`src/common/dsm_pkg.sv`:
```
// Purpose: Shared constants and types of the data space map decoder
// Assumes: 8-bit data space, 12-bit program space
// Notes:   Offsets are data space byte addresses

package dsm_pkg;

    // Data space offsets
    localparam logic [7:0] IDX_BASE       = 8'h80;
    localparam logic [7:0] IDX_LAST       = 8'h83;
    localparam logic [7:0] PORT_A_DATA    = 8'hC0;
    localparam logic [7:0] PORT_B_DATA    = 8'hC1;
    localparam logic [7:0] PORT_A_DIR     = 8'hC4;
    localparam logic [7:0] PORT_B_DIR     = 8'hC5;
    localparam logic [7:0] INT_OPTION     = 8'hC8;
    localparam logic [7:0] ROM_WIN_SEL    = 8'hC9;
    localparam logic [7:0] PORT_A_OPT     = 8'hCC;
    localparam logic [7:0] PORT_B_OPT     = 8'hCD;
    localparam logic [7:0] CONV_RESULT    = 8'hD0;
    localparam logic [7:0] CONV_CONTROL   = 8'hD1;
    localparam logic [7:0] TIMER_PRESCALE = 8'hD2;
    localparam logic [7:0] TIMER_COUNT    = 8'hD3;
    localparam logic [7:0] TIMER_STATUS   = 8'hD4;
    localparam logic [7:0] WATCHDOG       = 8'hD8;
    localparam logic [7:0] ACCUMULATOR    = 8'hFF;
    localparam logic [7:0] ROM_WIN_FIRST  = 8'h40;
    localparam logic [7:0] ROM_WIN_LAST   = 8'h7F;

    // Field layouts
    localparam int WIN_SEL_BITS  = 6;
    localparam int WIN_OFS_BITS  = 6;
    localparam int PC_BITS       = 12;
    localparam int STACK_LEVELS  = 6;
    localparam logic [7:0] CONV_RO_MASK = 8'h80;

    // Values after reset, and the value unmapped places read
    localparam logic [7:0] PORT_RST       = 8'h00;
    localparam logic [7:0] CONV_CTRL_RST  = 8'h40;
    localparam logic [7:0] PRESCALE_RST   = 8'h7F;
    localparam logic [7:0] COUNT_RST      = 8'hFF;
    localparam logic [7:0] STATUS_RST     = 8'h00;
    localparam logic [7:0] UNMAPPED_READ  = 8'h00;

    // Cycles spent in the reset phase before the mode pin is caught
    localparam logic [1:0] RESET_PHASE_CYCLES = 2'h3;

    // Answer engine states
    typedef enum logic [2:0] {
        DSM_ST_IDLE     = 3'b001,
        DSM_ST_ROM_WAIT = 3'b010,
        DSM_ST_EXT_WAIT = 3'b100
    } dsm_bus_state_t;

    // Core data space request
    typedef struct packed {
        logic       rd;
        logic       wr;
        logic [7:0] addr;
        logic [7:0] wdata;
    } dsm_bus_req_t;

    // Core program counter control
    typedef struct packed {
        logic                load;
        logic                push;
        logic                pop;
        logic                inc;
        logic [PC_BITS-1:0]  target;
    } dsm_pc_ctl_t;

endpackage

```
`src/design/dsm_decoder.sv`:
```
// Purpose: Data space decoder, register map, program counter and stack
// Assumes: One clock; program memory answers in the cycle it is addressed
// Notes:   Peripheral internals live elsewhere; only their registers here
// Notes on behaviour
// - Interrupt request only on falling interrupt pin
// - Reset overrides everything, the interrupt included
// - Port lines reset as inputs with pull-up
// - Mode pin high during reset selects programming
// - Twelve-bit program counter addresses 4K bytes
// - Six-entry twelve-bit return stack
// - Window reads return program memory bytes
// - Protection refuses external program memory reads
// - Protection stays until full erase clears it; reset also clears it
// - Index and short direct registers at 80h-83h
// - Accumulator at FFh, read/write
// - Port data registers at C0h, C1h, cleared
// - Port direction registers at C4h, C5h, cleared
// - Port option registers at CCh, CDh, cleared
// - Interrupt option and window select write-only
// - Converter result read-only, control resets 40h
// - Timer registers reset 7Fh, FFh, 00h
// - Watchdog register at D8h, read/write
// - Window spans 40h-7Fh, block from select
// - Port read: latch if output, pin if input

`timescale 1ns/1ns
`default_nettype none

module dsm_decoder #(
    parameter int PORT_WIDTH = 8
) (
    input  wire logic                          clk,
    input  wire logic                          reset_n,
    input  wire dsm_pkg::dsm_bus_req_t         bus_req,
    output logic                               bus_busy,
    output logic                               rd_valid,
    output logic [7:0]                         rd_data,
    input  wire dsm_pkg::dsm_pc_ctl_t          pc_ctl,
    output logic [dsm_pkg::PC_BITS-1:0]        pc,
    output logic [2:0]                         stack_depth,
    output logic [dsm_pkg::PC_BITS-1:0]        prog_addr,
    input  wire logic [7:0]                    prog_data,
    input  wire logic                          nmi_pin,
    input  wire logic                          nmi_ack,
    output logic                               nmi_request,
    input  wire logic                          vpp_high,
    output logic                               program_mode,
    input  wire logic                          protect_option,
    input  wire logic                          full_erase,
    output logic                               readout_protected,
    input  wire logic                          ext_rd_req,
    input  wire logic [dsm_pkg::PC_BITS-1:0]   ext_rd_addr,
    output logic                               ext_rd_valid,
    output logic [7:0]                         ext_rd_data,
    input  wire logic [7:0]                    conv_result_in,
    input  wire logic                          conv_done_in,
    input  wire logic [PORT_WIDTH-1:0]         port_a_pin_in,
    input  wire logic [PORT_WIDTH-1:0]         port_b_pin_in,
    output logic [PORT_WIDTH-1:0]              port_a_pin_out,
    output logic [PORT_WIDTH-1:0]              port_b_pin_out,
    output logic [PORT_WIDTH-1:0]              port_a_pin_oe_n,
    output logic [PORT_WIDTH-1:0]              port_b_pin_oe_n,
    output logic [PORT_WIDTH-1:0]              port_a_pullup,
    output logic [PORT_WIDTH-1:0]              port_b_pullup
);

    localparam int PCW = dsm_pkg::PC_BITS;
    localparam int SL  = dsm_pkg::STACK_LEVELS;
    localparam int WSB = dsm_pkg::WIN_SEL_BITS;
    localparam int WOB = dsm_pkg::WIN_OFS_BITS;
    localparam logic [2:0] FULL_DEPTH = 3'h6;

    // Whole module state, registered as one word
    typedef struct packed {
        dsm_pkg::dsm_bus_state_t    state;
        logic                       busy;
        logic                       rd_valid;
        logic [7:0]                 rd_data;
        logic                       ext_valid;
        logic [7:0]                 ext_data;
        logic [PCW-1:0]             pc;
        logic [SL-1:0][PCW-1:0]     stack;
        logic [2:0]                 depth;
        logic [PCW-1:0]             prog_addr;
        logic                       nmi_s1;
        logic                       nmi_s2;
        logic                       nmi_prev;
        logic                       nmi_req;
        logic                       vpp_s1;
        logic                       vpp_s2;
        logic [1:0]                 phase_cnt;
        logic                       phase_done;
        logic                       prog_mode;
        logic                       protect;
        logic [3:0][7:0]            idx;
        logic [7:0]                 acc;
        logic [PORT_WIDTH-1:0]      a_data;
        logic [PORT_WIDTH-1:0]      b_data;
        logic [PORT_WIDTH-1:0]      a_dir;
        logic [PORT_WIDTH-1:0]      b_dir;
        logic [PORT_WIDTH-1:0]      a_opt;
        logic [PORT_WIDTH-1:0]      b_opt;
        logic [PORT_WIDTH-1:0]      a_pin_s1;
        logic [PORT_WIDTH-1:0]      a_pin_s2;
        logic [PORT_WIDTH-1:0]      b_pin_s1;
        logic [PORT_WIDTH-1:0]      b_pin_s2;
        logic [7:0]                 int_opt;
        logic [WSB-1:0]             win_sel;
        logic [7:0]                 conv_ctrl;
        logic [7:0]                 prescale;
        logic [7:0]                 count;
        logic [7:0]                 tstatus;
        logic [7:0]                 wdog;
        logic [PORT_WIDTH-1:0]      a_out;
        logic [PORT_WIDTH-1:0]      b_out;
        logic [PORT_WIDTH-1:0]      a_oe_n;
        logic [PORT_WIDTH-1:0]      b_oe_n;
        logic [PORT_WIDTH-1:0]      a_pu;
        logic [PORT_WIDTH-1:0]      b_pu;
    } dsm_state_t;

    dsm_state_t s;
    dsm_state_t next_s;

    // Address falls inside the program memory window
    function automatic logic in_window(input logic [7:0] addr);
        in_window = (addr >= dsm_pkg::ROM_WIN_FIRST) &&
                    (addr <= dsm_pkg::ROM_WIN_LAST);
    endfunction

    // Address falls on the index and short direct group
    function automatic logic in_index(input logic [7:0] addr);
        in_index = (addr >= dsm_pkg::IDX_BASE) &&
                   (addr <= dsm_pkg::IDX_LAST);
    endfunction

    // Port read: latch on output lines, live pin on input lines
    function automatic logic [7:0] port_view(
        input logic [PORT_WIDTH-1:0] dir,
        input logic [PORT_WIDTH-1:0] latch,
        input logic [PORT_WIDTH-1:0] pin
    );
        port_view = 8'((dir & latch) | (~dir & pin));
    endfunction

    // Register read mux; write-only and reserved places read a constant
    function automatic logic [7:0] read_mux(
        input dsm_state_t    st,
        input logic [7:0]    addr,
        input logic [7:0]    conv_res,
        input logic          conv_done
    );
        read_mux = dsm_pkg::UNMAPPED_READ;
        if (in_index(addr))
            read_mux = st.idx[addr[1:0]];
        else
        begin
            case (addr)
                dsm_pkg::ACCUMULATOR:
                    read_mux = st.acc;
                dsm_pkg::PORT_A_DATA:
                    read_mux = port_view(st.a_dir, st.a_data,
                                         st.a_pin_s2);
                dsm_pkg::PORT_B_DATA:
                    read_mux = port_view(st.b_dir, st.b_data,
                                         st.b_pin_s2);
                dsm_pkg::PORT_A_DIR:   read_mux = 8'(st.a_dir);
                dsm_pkg::PORT_B_DIR:   read_mux = 8'(st.b_dir);
                dsm_pkg::PORT_A_OPT:   read_mux = 8'(st.a_opt);
                dsm_pkg::PORT_B_OPT:   read_mux = 8'(st.b_opt);
                dsm_pkg::CONV_RESULT:  read_mux = conv_res;
                dsm_pkg::CONV_CONTROL:
                    read_mux = (st.conv_ctrl & ~dsm_pkg::CONV_RO_MASK) |
                               (conv_done ? dsm_pkg::CONV_RO_MASK
                                          : 8'h00);
                dsm_pkg::TIMER_PRESCALE: read_mux = st.prescale;
                dsm_pkg::TIMER_COUNT:    read_mux = st.count;
                dsm_pkg::TIMER_STATUS:   read_mux = st.tstatus;
                dsm_pkg::WATCHDOG:       read_mux = st.wdog;
                // Write-only places give no readback
                default: read_mux = dsm_pkg::UNMAPPED_READ;
            endcase
        end
    endfunction

    // Next state of the whole block
    always_comb
    begin
        next_s = s;
        next_s.rd_valid  = 1'b0;
        next_s.ext_valid = 1'b0;

        // Two-flop synchronisers for every pin
        next_s.nmi_s1   = nmi_pin;
        next_s.nmi_s2   = s.nmi_s1;
        next_s.nmi_prev = s.nmi_s2;
        next_s.vpp_s1   = vpp_high;
        next_s.vpp_s2   = s.vpp_s1;
        next_s.a_pin_s1 = port_a_pin_in;
        next_s.a_pin_s2 = s.a_pin_s1;
        next_s.b_pin_s1 = port_b_pin_in;
        next_s.b_pin_s2 = s.b_pin_s1;

        // Falling edge sets the request; a new edge beats the ack
        if (nmi_ack)
            next_s.nmi_req = 1'b0;
        if (s.nmi_prev && !s.nmi_s2)
            next_s.nmi_req = 1'b1;

        // Mode pin caught once, after the synchronisers have filled
        if (!s.phase_done)
        begin
            if (s.phase_cnt == dsm_pkg::RESET_PHASE_CYCLES)
            begin
                next_s.prog_mode  = s.vpp_s2;
                next_s.phase_done = 1'b1;
            end
            else
                next_s.phase_cnt = s.phase_cnt + 2'h1;
        end

        // Protection is sticky; erase clears it, the option bit wins
        if (full_erase)
            next_s.protect = 1'b0;
        if (protect_option)
            next_s.protect = 1'b1;

        // Program counter and return stack
        if (pc_ctl.push)
        begin
            for (int i = SL - 1; i > 0; i--)
                next_s.stack[i] = s.stack[i-1];
            next_s.stack[0] = s.pc;
            if (s.depth != FULL_DEPTH)
                next_s.depth = s.depth + 3'h1;
            next_s.pc = pc_ctl.target;
        end
        else if (pc_ctl.pop)
        begin
            for (int i = 0; i < SL - 1; i++)
                next_s.stack[i] = s.stack[i+1];
            next_s.pc = s.stack[0];
            if (s.depth != 3'h0)
                next_s.depth = s.depth - 3'h1;
        end
        else if (pc_ctl.load)
            next_s.pc = pc_ctl.target;
        else if (pc_ctl.inc)
            next_s.pc = s.pc + 12'h001;

        // Request engine; busy cycles ignore new requests
        case (s.state)
            dsm_pkg::DSM_ST_IDLE:
            begin
                next_s.prog_addr = next_s.pc;
                if (bus_req.rd && in_window(bus_req.addr))
                begin
                    next_s.prog_addr = {s.win_sel,
                                        bus_req.addr[WOB-1:0]};
                    next_s.state = dsm_pkg::DSM_ST_ROM_WAIT;
                    next_s.busy  = 1'b1;
                end
                else if (bus_req.rd)
                begin
                    next_s.rd_data  = read_mux(s, bus_req.addr,
                                               conv_result_in,
                                               conv_done_in);
                    next_s.rd_valid = 1'b1;
                end
                else if (bus_req.wr)
                begin
                    if (in_index(bus_req.addr))
                        next_s.idx[bus_req.addr[1:0]] =
                            bus_req.wdata;
                    else
                    begin
                        case (bus_req.addr)
                            dsm_pkg::ACCUMULATOR:
                                next_s.acc = bus_req.wdata;
                            dsm_pkg::PORT_A_DATA:
                                next_s.a_data =
                                    bus_req.wdata[PORT_WIDTH-1:0];
                            dsm_pkg::PORT_B_DATA:
                                next_s.b_data =
                                    bus_req.wdata[PORT_WIDTH-1:0];
                            dsm_pkg::PORT_A_DIR:
                                next_s.a_dir =
                                    bus_req.wdata[PORT_WIDTH-1:0];
                            dsm_pkg::PORT_B_DIR:
                                next_s.b_dir =
                                    bus_req.wdata[PORT_WIDTH-1:0];
                            dsm_pkg::PORT_A_OPT:
                                next_s.a_opt =
                                    bus_req.wdata[PORT_WIDTH-1:0];
                            dsm_pkg::PORT_B_OPT:
                                next_s.b_opt =
                                    bus_req.wdata[PORT_WIDTH-1:0];
                            dsm_pkg::INT_OPTION:
                                next_s.int_opt = bus_req.wdata;
                            dsm_pkg::ROM_WIN_SEL:
                                next_s.win_sel =
                                    bus_req.wdata[WSB-1:0];
                            dsm_pkg::CONV_CONTROL:
                                next_s.conv_ctrl =
                                    bus_req.wdata &
                                    ~dsm_pkg::CONV_RO_MASK;
                            dsm_pkg::TIMER_PRESCALE:
                                next_s.prescale = bus_req.wdata;
                            dsm_pkg::TIMER_COUNT:
                                next_s.count = bus_req.wdata;
                            dsm_pkg::TIMER_STATUS:
                                next_s.tstatus = bus_req.wdata;
                            dsm_pkg::WATCHDOG:
                                next_s.wdog = bus_req.wdata;
                            // Reserved and read-only places keep state
                            default: next_s.wdog = s.wdog;
                        endcase
                    end
                end
                else if (ext_rd_req && s.prog_mode)
                begin
                    next_s.prog_addr = ext_rd_addr;
                    next_s.state = dsm_pkg::DSM_ST_EXT_WAIT;
                    next_s.busy  = 1'b1;
                end
            end
            dsm_pkg::DSM_ST_ROM_WAIT:
            begin
                next_s.rd_data   = prog_data;
                next_s.rd_valid  = 1'b1;
                next_s.prog_addr = next_s.pc;
                next_s.state     = dsm_pkg::DSM_ST_IDLE;
                next_s.busy      = 1'b0;
            end
            dsm_pkg::DSM_ST_EXT_WAIT:
            begin
                // Protected parts answer with zero, never the contents
                next_s.ext_data  = s.protect ? 8'h00 : prog_data;
                next_s.ext_valid = 1'b1;
                next_s.prog_addr = next_s.pc;
                next_s.state     = dsm_pkg::DSM_ST_IDLE;
                next_s.busy      = 1'b0;
            end
            default:
            begin
                next_s.state = dsm_pkg::DSM_ST_IDLE;
                next_s.busy  = 1'b0;
            end
        endcase

        // Pin drivers follow the new register values
        next_s.a_out  = next_s.a_data;
        next_s.b_out  = next_s.b_data;
        next_s.a_oe_n = ~next_s.a_dir;
        next_s.b_oe_n = ~next_s.b_dir;
        next_s.a_pu   = ~next_s.a_dir & ~next_s.a_opt;
        next_s.b_pu   = ~next_s.b_dir & ~next_s.b_opt;
    end

    // State register; reset outranks every other source
    always_ff @(posedge clk or negedge reset_n)
    begin
        if (!reset_n)
        begin
            s           <= '0;
            s.state     <= dsm_pkg::DSM_ST_IDLE;
            s.a_data    <= dsm_pkg::PORT_RST;
            s.b_data    <= dsm_pkg::PORT_RST;
            s.a_oe_n    <= '1;
            s.b_oe_n    <= '1;
            s.a_pu      <= '1;
            s.b_pu      <= '1;
            s.conv_ctrl <= dsm_pkg::CONV_CTRL_RST;
            s.prescale  <= dsm_pkg::PRESCALE_RST;
            s.count     <= dsm_pkg::COUNT_RST;
            s.tstatus   <= dsm_pkg::STATUS_RST;
            s.nmi_s1    <= 1'b1;   // Idle-high pin, no false edge
            s.nmi_s2    <= 1'b1;
            s.nmi_prev  <= 1'b1;
        end
        else
            s <= next_s;
    end

    // Outputs straight from the state word
    assign bus_busy          = s.busy;
    assign rd_valid          = s.rd_valid;
    assign rd_data           = s.rd_data;
    assign pc                = s.pc;
    assign stack_depth       = s.depth;
    assign prog_addr         = s.prog_addr;
    assign nmi_request       = s.nmi_req;
    assign program_mode      = s.prog_mode;
    assign readout_protected = s.protect;
    assign ext_rd_valid      = s.ext_valid;
    assign ext_rd_data       = s.ext_data;
    assign port_a_pin_out    = s.a_out;
    assign port_b_pin_out    = s.b_out;
    assign port_a_pin_oe_n   = s.a_oe_n;
    assign port_b_pin_oe_n   = s.b_oe_n;
    assign port_a_pullup     = s.a_pu;
    assign port_b_pullup     = s.b_pu;

endmodule

`default_nettype wire

```
`config.mk`:
```
export PLATFORM = sky130hd
export DESIGN_NAME = dsm_decoder
export DESIGN_NICKNAME = d
export VERILOG_FILES = /design/src/common/dsm_pkg.sv /design/src/design/dsm_decoder.sv
export SDC_FILE = /design/constraint.sdc
export NUM_CORES = 1
export LEC_CHECK = 0
export ABC_AREA = 1
export BUFFER_PORTS_ARGS = -buffer_cell sky130_fd_sc_hd__buf_4
export CAP_MARGIN = 10
export CORE_ASPECT_RATIO = 1.25
export CORE_UTILIZATION = 58
export DETAILED_ROUTE_END_ITERATION = 16
export PLACE_DENSITY = 0.8
export SYNTH_ARGS = -nofsm -noshare
export SYNTH_HDL_FRONTEND = slang
export SYNTH_SLANG_ARGS = --single-unit
```
`constraint.sdc`:
```
create_clock -name clk -period 2.09 [get_ports clk]
set_input_delay 0.209 -clock clk [delete_from_list [all_inputs] [get_ports clk]]
set_output_delay 0.209 -clock clk [all_outputs]
set_load 0.01 [all_outputs]
```
# Word level (Yosys, flattened, before mapping)
# Cells that the tools add are included.
[totals]
inputBits = 87
register_bits = 329
out_inout_bits = 97
elab_cells = 181
[op_classes]
n_reduce_logical = 30
n_eq_ne = 25
order_cmp = 6
n_mux = 46
bitwise_logic = 20
n_addsub = 4
[op_table]
columns = ["cell", "count"]
rows = [
  ["2-to-1 mux 32 bit", 5],
  ["2-to-1 mux 63 bit", 2],
  ["equality test 8 bit (second input constant)", 14],
  ["one-hot mux 8 bit (13 select lines)", 1],
  ["2-to-1 mux 12 bit", 8],
  ["2-to-1 mux 8 bit", 9],
  ["AND reduction 6 bit", 9],
  ["AND 8 bit", 6],
  ["inverter 8 bit", 6],
  ["bitwise mux 32 bit", 1],
  ["2-to-1 mux 9 bit", 3],
  ["one-hot mux 12 bit (2 select lines)", 1],
  ["2-to-1 mux 4 bit", 5],
  ["one-hot mux 9 bit (2 select lines)", 1],
  ["binary-select mux 8 bit (select 2 bit)", 1],
  ["demux 8 bit (select 2 bit)", 1],
  ["bitwise OR 8 bit", 2],
  ["adder 12 x 1 -> 12 bit (second input constant)", 1],
  ["!= test 3 bit (second input constant)", 4],
  ["nonzero test 2 bit", 6],
  ["AND reduction 3 bit", 3],
  [">= comparator 8 x 7 -> 1 bit (second input constant)", 1],
  [">= comparator 8 bit (second input constant)", 1],
  ["<= comparator 8 x 7 -> 1 bit (second input constant)", 1],
  ["other kinds (23)", 39],
]

# Longest topological paths before layout
# Gate-level depths: netlist (run 1).
[depth]
ltp_word = 10
depth_mapped = 13
mapped_depth_nobuf = 13

# Worst setup path after synthesis (run 1)
# Ideal clock, no wire load.
[synth_path]
path_type = "input-to-reg"
start = "in pc_ctl[14] (netlist bit)"
end = "reg s (netlist bit stack_depth[1])"
cell_stages = 7
setup_ns = 0.125
t_arrival_ns = 1.894
slack_ns = 0.072
n_path_buf = 4
required_ns = 1.965
path_cell_list = "clkbuf_1 -> inv_1 -> clkbuf_1 -> clkbuf_1 -> clkbuf_1 -> fa_1 -> mux2_2"
[synth_lines]
columns = ["item", "line", "text"]
rows = [
  ["start: declaration", "dsm_decoder.sv:38", "input wire dsm_pkg::dsm_pc_ctl_t pc_ctl,"],
  ["end signal: assignment", "dsm_decoder.sv:382", "s <= next_s;"],
  ["end: declaration", "dsm_decoder.sv:122", "dsm_state_t s;"],
]

# Worst setup path in the final report (run 1)
[layout_path]
start = "reg s[351] (netlist bit)"
end = "reg s[210] (netlist bit)"
[layout_between]
elab_chain_len = 2
[layout_lines]
columns = ["item", "line", "text"]
rows = [
  ["equality test 3 x 1 -> 1 bit", "dsm_decoder.sv:252", "case (s.state)"],
  ["AND reduction 5 bit (no line)", "n/a", ""],
]
# Every way passes these cells.
# A chain may end at the register's enable or synchronous reset.

==> metrics.md, run 1 <==
| Metric | Value |
|---|---|
| Cell chosen for the clock root | sky130_fd_sc_hd__clkbuf_16 |
| Placeable core region | 0.0255 mm² |
| Fin crit period | 1.93 ns |
| HPWL after detailed placement | 28700 µm |
| Total number of nets in the final design | 1940 |
| Maximum clock frequency | 0.517 GHz |
| Wire length of the first global-routing pass | 65300 µm |
| Post-placement cell area | 0.0164 mm² |
| Number of warnings reported in the yosys synthesis log | 0 |
| Sequential share of power | 0.477 |
| Largest net degree at the start of global routing | 64 |
| Post-CTS Setup Inserts | 0 |
| Hold Crit Class | in -> reg |
| Placed instance count | 2116 |
| Relative contribution of the clock network to total power | 0.392 |
| Worst reg2reg path startpoint | s[351] |
| Clock slew at the register clock pins of the worst setup and hold paths | 0.06 ns |
| Crit path DAT | 2.30 ns |
| Setup repair after global routing missed its margin | false |
| Startpoint Class | flip-flop |
| Die area | 0.0269 mm² |
| Flip-flop and latch count after synthesis | 329 |
| Seq/Total Area, Yosys | 0.546 |
| Number of top-level pins | 184 |
| Actual transition at the worst max-transition pin | 0.728 ns |
| Worst setup slack after layout | 0.157 ns |
| Slowest stage cell, crit path | sky130_fd_sc_hd__dfstp_2 |
| Insertion delay of the later-clocked pin in the worst-skew pair | 0.51 ns |
| Reg2Reg Setup Slack | 0.16 ns |
| Worst Setup End Kind | flip-flop |
| Vias in the first global route | 12500 |
| Number of instances in the synthesized netlist | 1714 |
| Final cell count without fillers | 2211 |
| TritonCTS clock tree | built |
| Worst EP required | 2.45 ns |
| Utilization after layout | 0.699 |
| Commonest non-fill, non-tap cells in the layout | sky130_fd_sc_hd__nand2_1, sky130_fd_sc_hd__dfrtp_1, sky130_fd_sc_hd__buf_4, sky130_fd_sc_hd__inv_1, sky130_fd_sc_hd__o21ai_0 |
| Worst-path cell chain | inv_2 -> nor3_4 -> buf_12 -> inv_2 -> nor2_4 -> nand4_2 -> nand2_1 -> o21ai_1 |
| Total power per unit cell area | 853 mW/mm² |
| Number of hold violations in the final report | 0 |
| Clock Skews | 0.0111 ns |
| Row count | 65 |
| Lkg Pwr | 8.75 nW |
| Clock tree buffer depth | 3 |
| Final Routed Wirelength | 41500 µm |
| Worst hold path startpoint | prog_data[7] |
| Final period utilization | 0.925 |
| Total Neg Setup Slack | 0 ns |
| Detailed-router iteration count before antenna repair | 7 |
| Routed length per placed instance | 18.8 µm |
| Per-instance average area after synthesis | 8.87 µm² |
| Fraction of final layout cells with drive strength greater than 1 | 0.225 |
| Die Span Y | 183 µm |
| # clock sinks | 329 |
| Internal power component | 11.2 mW |
| Sum of internal, switching and leakage power | 15.2 mW |
| Switching Power | 4.04 mW |
| Most common library cell in the layout ignoring fill and taps | sky130_fd_sc_hd__nand2_1 |
| Total vias in the final route | 12500 |
| Count of unresolved DRC violations after routing | 0 |
| Max_slew headroom | 0.514 |
| Minimum setup slack after placement | 0.0861 ns |
| Net count after synthesis | 1804 |
| Sequential cell area | 0.00830 mm² |
| Cell area after layout | 0.0179 mm² |
| Count of routing violations after the opening detailed-route iteration | 1011 |
| Count of endpoints failing setup in the final report | 0 |
| Number of distinct library cells after synthesis | 42 |
| Global-route usage over all layers | 0.312 |
| Starting density of the core | 0.595 |
| Cell mode on critical path | sky130_fd_sc_hd__inv_2 |
| Quantity of I/O buffers inserted on ports | 183 |
| Worst voltage drop across the vdd grid | 0.731 mV |
| Delay of the slowest critical-path stage | 0.53 ns |
| RePlAce Congestion | 0.991 |
| Worst hold slack | 0.0106 ns |
| Setup crit start | s[351] |
| Footprint of the multi-input gates | 0.00514 mm² |
| Post-DRT Antenna Nets | 0 |
| Switching portion of total power | 0.266 |
| Count of maximum capacitance violations | 0 |
| FILL cells | 1937 |
| Grt total ovfl | 0 |
| Antenna violations before repair | 1 |
| Die extent in x | 147 µm |
| Synthesis-to-layout area growth | 17.4% |
| Portion of total power attributed to combinational logic | 0.131 |
| Number of levels in the clock H-tree | 2 |
| Result of the run | complete, no violations |
| Netlist Area Pre-Place | 0.0152 mm² |
| Largest fanout on the critical path | 18 |
| Final Max Slew Viols | 0 |
| Detailed-route vias per instance | 5.67 |
| Worst setup path class | reg -> reg |
| Cts bufs inserted | 34 |
[cell families (layout without fill, tap and decap cells)]
family          Yosys count  after routing  synth area share
simple gates            676            676             0.196
buf+inv                 367            527             0.117
compound gates          331            331             0.134
flops                   329            329             0.546
xor+xnor                  7              7           0.00403
fa+ha+maj                 3              3           0.00296
mux                       1              1          0.000741
other cells               0              2                 0
[routing by layer]
layer	vias up	part of all wire	track usage
met2	513	0.49	0.531
met3	133	0.059	0.0465
met5	-	0	0
li1	5804	-	-
met1	6076	0.40	0.390
met4	0	0.050	0.157
[worst max-delay path: cells and delay by family (launching register included)]
family                 cells  cell delay (ns)
DFF                        1             0.53
AOI/OAI and AO/OA          1             0.08
buffers and inverters      3             0.32
and+or+nand+nor            4             0.84
[path summary, 6_finish.rpt]
check | to | depth (start not counted)
setup / recovery | s[210] | 8
min in group asynchronous | s[311] | 2
hold / removal | ext_rd_data[7] | 3
setup reg to reg | s[210] | 8
hold reg to reg | s[102] | 0
max in group asynchronous | port_b_pin_oe_n[1] | 3
[sequential cells by signal (all words and copies together) (netlist names), 3 cells and up]
name and count:
port_b_pin_oe_n 8, next_s 19, port_a_pin_out 8, ext_rd_data 8, stack_depth 3, port_b_pin_out 8, port_a_pin_oe_n 8, port_b_pullup 8
port_a_pullup 8, pc 12, s 213, rd_data 8, prog_addr 12
[timing repair]
item,4_1_cts,5_1_grt
hold buffers,33,0
resized for setup,0,3
endpoints found under the hold margin,88,0
setup endpoints to repair,0,2
[cell type report]
| cell class | count | share of cell area |
|---|---|---|
| flip-flops and latches | 329 | 0.465 |
| multi-input cells | 1018 | 0.288 |
| repair buffers | 260 | 0.119 |
| clock buffers | 49 | 0.0559 |
| inverters | 207 | 0.0438 |
| well taps | 335 | 0.0235 |
| clock inverters | 11 | 0.00532 |
| diodes | 2 | 0.000280 |
[synth_stat cells (all sizes together)]
| cell | n | area, µm² |
|---|---|---|
| o31ai | 8 | 60.1 |
| dfstp | 52 | 1370 |
| xnor2 | 1 | 8.76 |
| o21bai | 1 | 7.51 |
| ha | 2 | 25.0 |
| inv | 204 | 771 |
| a22oi | 16 | 120 |
| o211ai | 9 | 67.6 |
| o221ai | 53 | 464 |
| o22ai | 16 | 100 |
| nor2 | 97 | 404 |
| fa | 1 | 20.0 |
| clkbuf | 41 | 154 |
| nand4 | 32 | 219 |
| a21oi | 48 | 240 |
| buf | 119 | 840 |
| a31oi | 7 | 43.8 |
| xor2 | 6 | 52.6 |
| clkinv | 3 | 11.3 |
| nand3 | 88 | 490 |
| nand2 | 433 | 1690 |
| dfrtp | 277 | 6930 |
| o21ai | 173 | 933 |
| or2 | 9 | 56.3 |
| nor3 | 17 | 123 |
| mux2 | 1 | 11.3 |
[power by group through the flow]
| stage | clock [mW] | sequential (mW) | combinational [mW] |
|---|---|---|---|
| 6_report | 5.97 | 7.26 | 2.00 |
| 5_1_grt | 6.27 | 7.31 | 2.20 |
| 4_1_cts | 6.02 | 7.25 | 1.99 |
| 3_5_place_dp | 0 | 7.36 | 1.92 |
| 3_3_place_gp | 0 | 7.33 | 1.87 |
| 2_1_floorplan | 0 | 7.24 | 1.25 |
Note: power is estimated with default switching activity, not from simulation.
==> inputs of run 2 (changes only) <==
Settings changed: BUFFER_PORTS_ARGS -buffer_cell sky130_fd_sc_hd__buf_4 to -buffer_cell sky130_fd_sc_hd__clkbuf_2, MAX_ROUTING_LAYER from default to met4.
==> metrics.md, run 2 (synthesized netlist as in run 1, its figures left out) <==
| Metric | Value |
|---|---|
| Delay of the slowest critical-path stage | 0.54 ns |
| Worst-path cell chain | inv_2 -> nor3_4 -> inv_2 -> nor2_4 -> nand4_2 -> nand2_1 -> o21ai_1 |
| Final period utilization | 0.934 |
| Count of unresolved DRC violations after routing | 0 |
| Post-placement cell area | 0.0160 mm² |
| Maximum clock frequency | 0.512 GHz |
| Minimum setup slack after placement | 0.113 ns |
| Wire length of the first global-routing pass | 65500 µm |
| Actual transition at the worst max-transition pin | 0.758 ns |
| Wire length on met3 | 2860 µm |
| Count of maximum capacitance violations | 0 |
| # clock sinks | 329 |
| Die Span Y | 183 µm |
| Flip-flop count of the largest register, all copies and words added | 213 |
| Total buffers and inverters traversed by the critical path | 2 |
| Startpoint Class | flip-flop |
| Total vias in the final route | 12700 |
| Cell area after layout | 0.0176 mm² |
| Largest net degree at the start of global routing | 73 |
| Die extent in x | 147 µm |
| Cts bufs inserted | 34 |
| Worst voltage drop across the vdd grid | 0.645 mV |
| Worst Setup End Kind | flip-flop |
| Cell chosen for the clock root | sky130_fd_sc_hd__clkbuf_16 |
| Count of routing violations after the opening detailed-route iteration | 1136 |
| TritonCTS clock tree | built |
| Vias in the first global route | 12700 |
| Number of hold violations in the final report | 0 |
| Family with the most delay on the worst path | simple AND/OR/NAND/NOR gates |
| Grt total ovfl | 0 |
| Worst EP required | 2.45 ns |
| Highest metal layer with signal wires | met4 |
| Number of top-level pins | 184 |
| Length of routed wiring on met1 | 16000 µm |
| Lkg Pwr | 8.71 nW |
| Worst hold slack | 0.0179 ns |
| Result of the run | complete, no violations |
| Global-route usage over all layers | 0.321 |
| Die area | 0.0269 mm² |
| Synthesis-to-layout area growth | 15.7% |
| Number of levels in the clock H-tree | 2 |
| Final Routed Wirelength | 40800 µm |
| Count of endpoints failing setup in the final report | 0 |
| Total power per unit cell area | 870 mW/mm² |
| Commonest non-fill, non-tap cells in the layout | sky130_fd_sc_hd__nand2_1, sky130_fd_sc_hd__dfrtp_1, sky130_fd_sc_hd__inv_1, sky130_fd_sc_hd__clkbuf_2, sky130_fd_sc_hd__o21ai_0 |
| Clock slew at the register clock pins of the worst setup and hold paths | 0.07 ns |
| Fraction of final layout cells with drive strength greater than 1 | 0.228 |
| Quantity of I/O buffers inserted on ports | 183 |
| Setup repair after global routing missed its margin | false |
| Hold Crit Class | in -> reg |
| Total Neg Setup Slack | 0 ns |
| Post-CTS Setup Inserts | 0 |
| Cell mode on critical path | sky130_fd_sc_hd__inv_2 |
| RePlAce Congestion | 0.977 |
| FILL cells | 1908 |
| Largest reg by FF count | s |
| Insertion delay of the later-clocked pin in the worst-skew pair | 0.52 ns |
| Largest fanout on the critical path | 16 |
| Crit path DAT | 2.31 ns |
| HPWL after detailed placement | 28100 µm |
| Worst setup slack after layout | 0.137 ns |
| Slowest stage cell, crit path | sky130_fd_sc_hd__dfstp_2 |
| Starting density of the core | 0.595 |
| Worst setup path class | reg -> reg |
| Antenna violations before repair | 3 |
| Amount of wire on met2 after detailed routing | 19900 µm |
| Row count | 65 |
| Routed length per placed instance | 18.3 µm |
| Total number of nets in the final design | 1954 |
| Placeable core region | 0.0255 mm² |
| Reg2Reg Setup Slack | 0.14 ns |
| Detailed-route vias per instance | 5.71 |
| Max_slew headroom | 0.494 |
| Detailed-router iteration count before antenna repair | 6 |
| Most common library cell in the layout ignoring fill and taps | sky130_fd_sc_hd__nand2_1 |
| Clock tree buffer depth | 3 |
| Fin crit period | 1.95 ns |
| Post-DRT Antenna Nets | 0 |
| Final Max Slew Viols | 0 |
| Clock Skews | 0.0252 ns |
==> run 2: cell type report <==
type / count / area (µm²) / area share
flip-flops and latches: 329 / 8300 / 0.472
multi-input cells: 1018 / 5150 / 0.293
repair buffers: 274 / 1790 / 0.102
clock buffers: 47 / 961 / 0.0546
inverters: 207 / 782 / 0.0445
well taps: 335 / 419 / 0.0238
clock inverters: 14 / 179 / 0.0102
diodes: 3 / 7.51 / 0.000427
==> run 2: per-stage QoR <==
stage / instances / util / power (mW)
CTS: 2224 / 0.688 / 15.4
finish: 2227 / 0.689 / 15.3
detailed placement: 2125 / 0.628 / 9.13
global route: 2227 / 0.689 / 15.9
global placement: 2125 / 0.628 / 9.05
floorplan: 1714 / - / 8.49
==> run 2: repair_timing <==
| action | CTS | global route |
|---|---|---|
| setup endpoints to repair | 0 | 5 |
| resized for setup | 0 | 5 |
| hold buffers | 38 | 0 |
| endpoints found under the hold margin | 95 | 0 |
==> run 2: metal layers <==
layer  vias up  global-route usage
li1       5831                   -
met1      6160               0.396
met2       574               0.519
met3       146              0.0520
met4         0               0.151
met5         -                   -
==> run 2: path summary, 6_finish.rpt <==
kind                                   from           to  cells past startpoint
worst max-delay path                 s[351]       s[217]                      7
worst min-delay path              pc_ctl[3]        pc[3]                      3
worst max register to register       s[351]       s[217]                      7
worst min register to register  next_s[123]       s[123]                      0
max in group asynchronous           reset_n  next_s[231]                      3
min in group asynchronous           reset_n       s[292]                      2
==> run 2: power by group <==
part           switching, mW  total, mW  internal (mW)
logic                   1.18       1.88          0.693
clock network           2.56       6.19           3.62
registers              0.346       7.25           6.90
total                   4.09       15.3           11.2
==> run 2: worst min-delay path, stage by stage <==
cell and delay [ns]:
sky130_fd_sc_hd__clkbuf_2 0.09, sky130_fd_sc_hd__a22oi_1 0.07, sky130_fd_sc_hd__o21ai_0 0.12
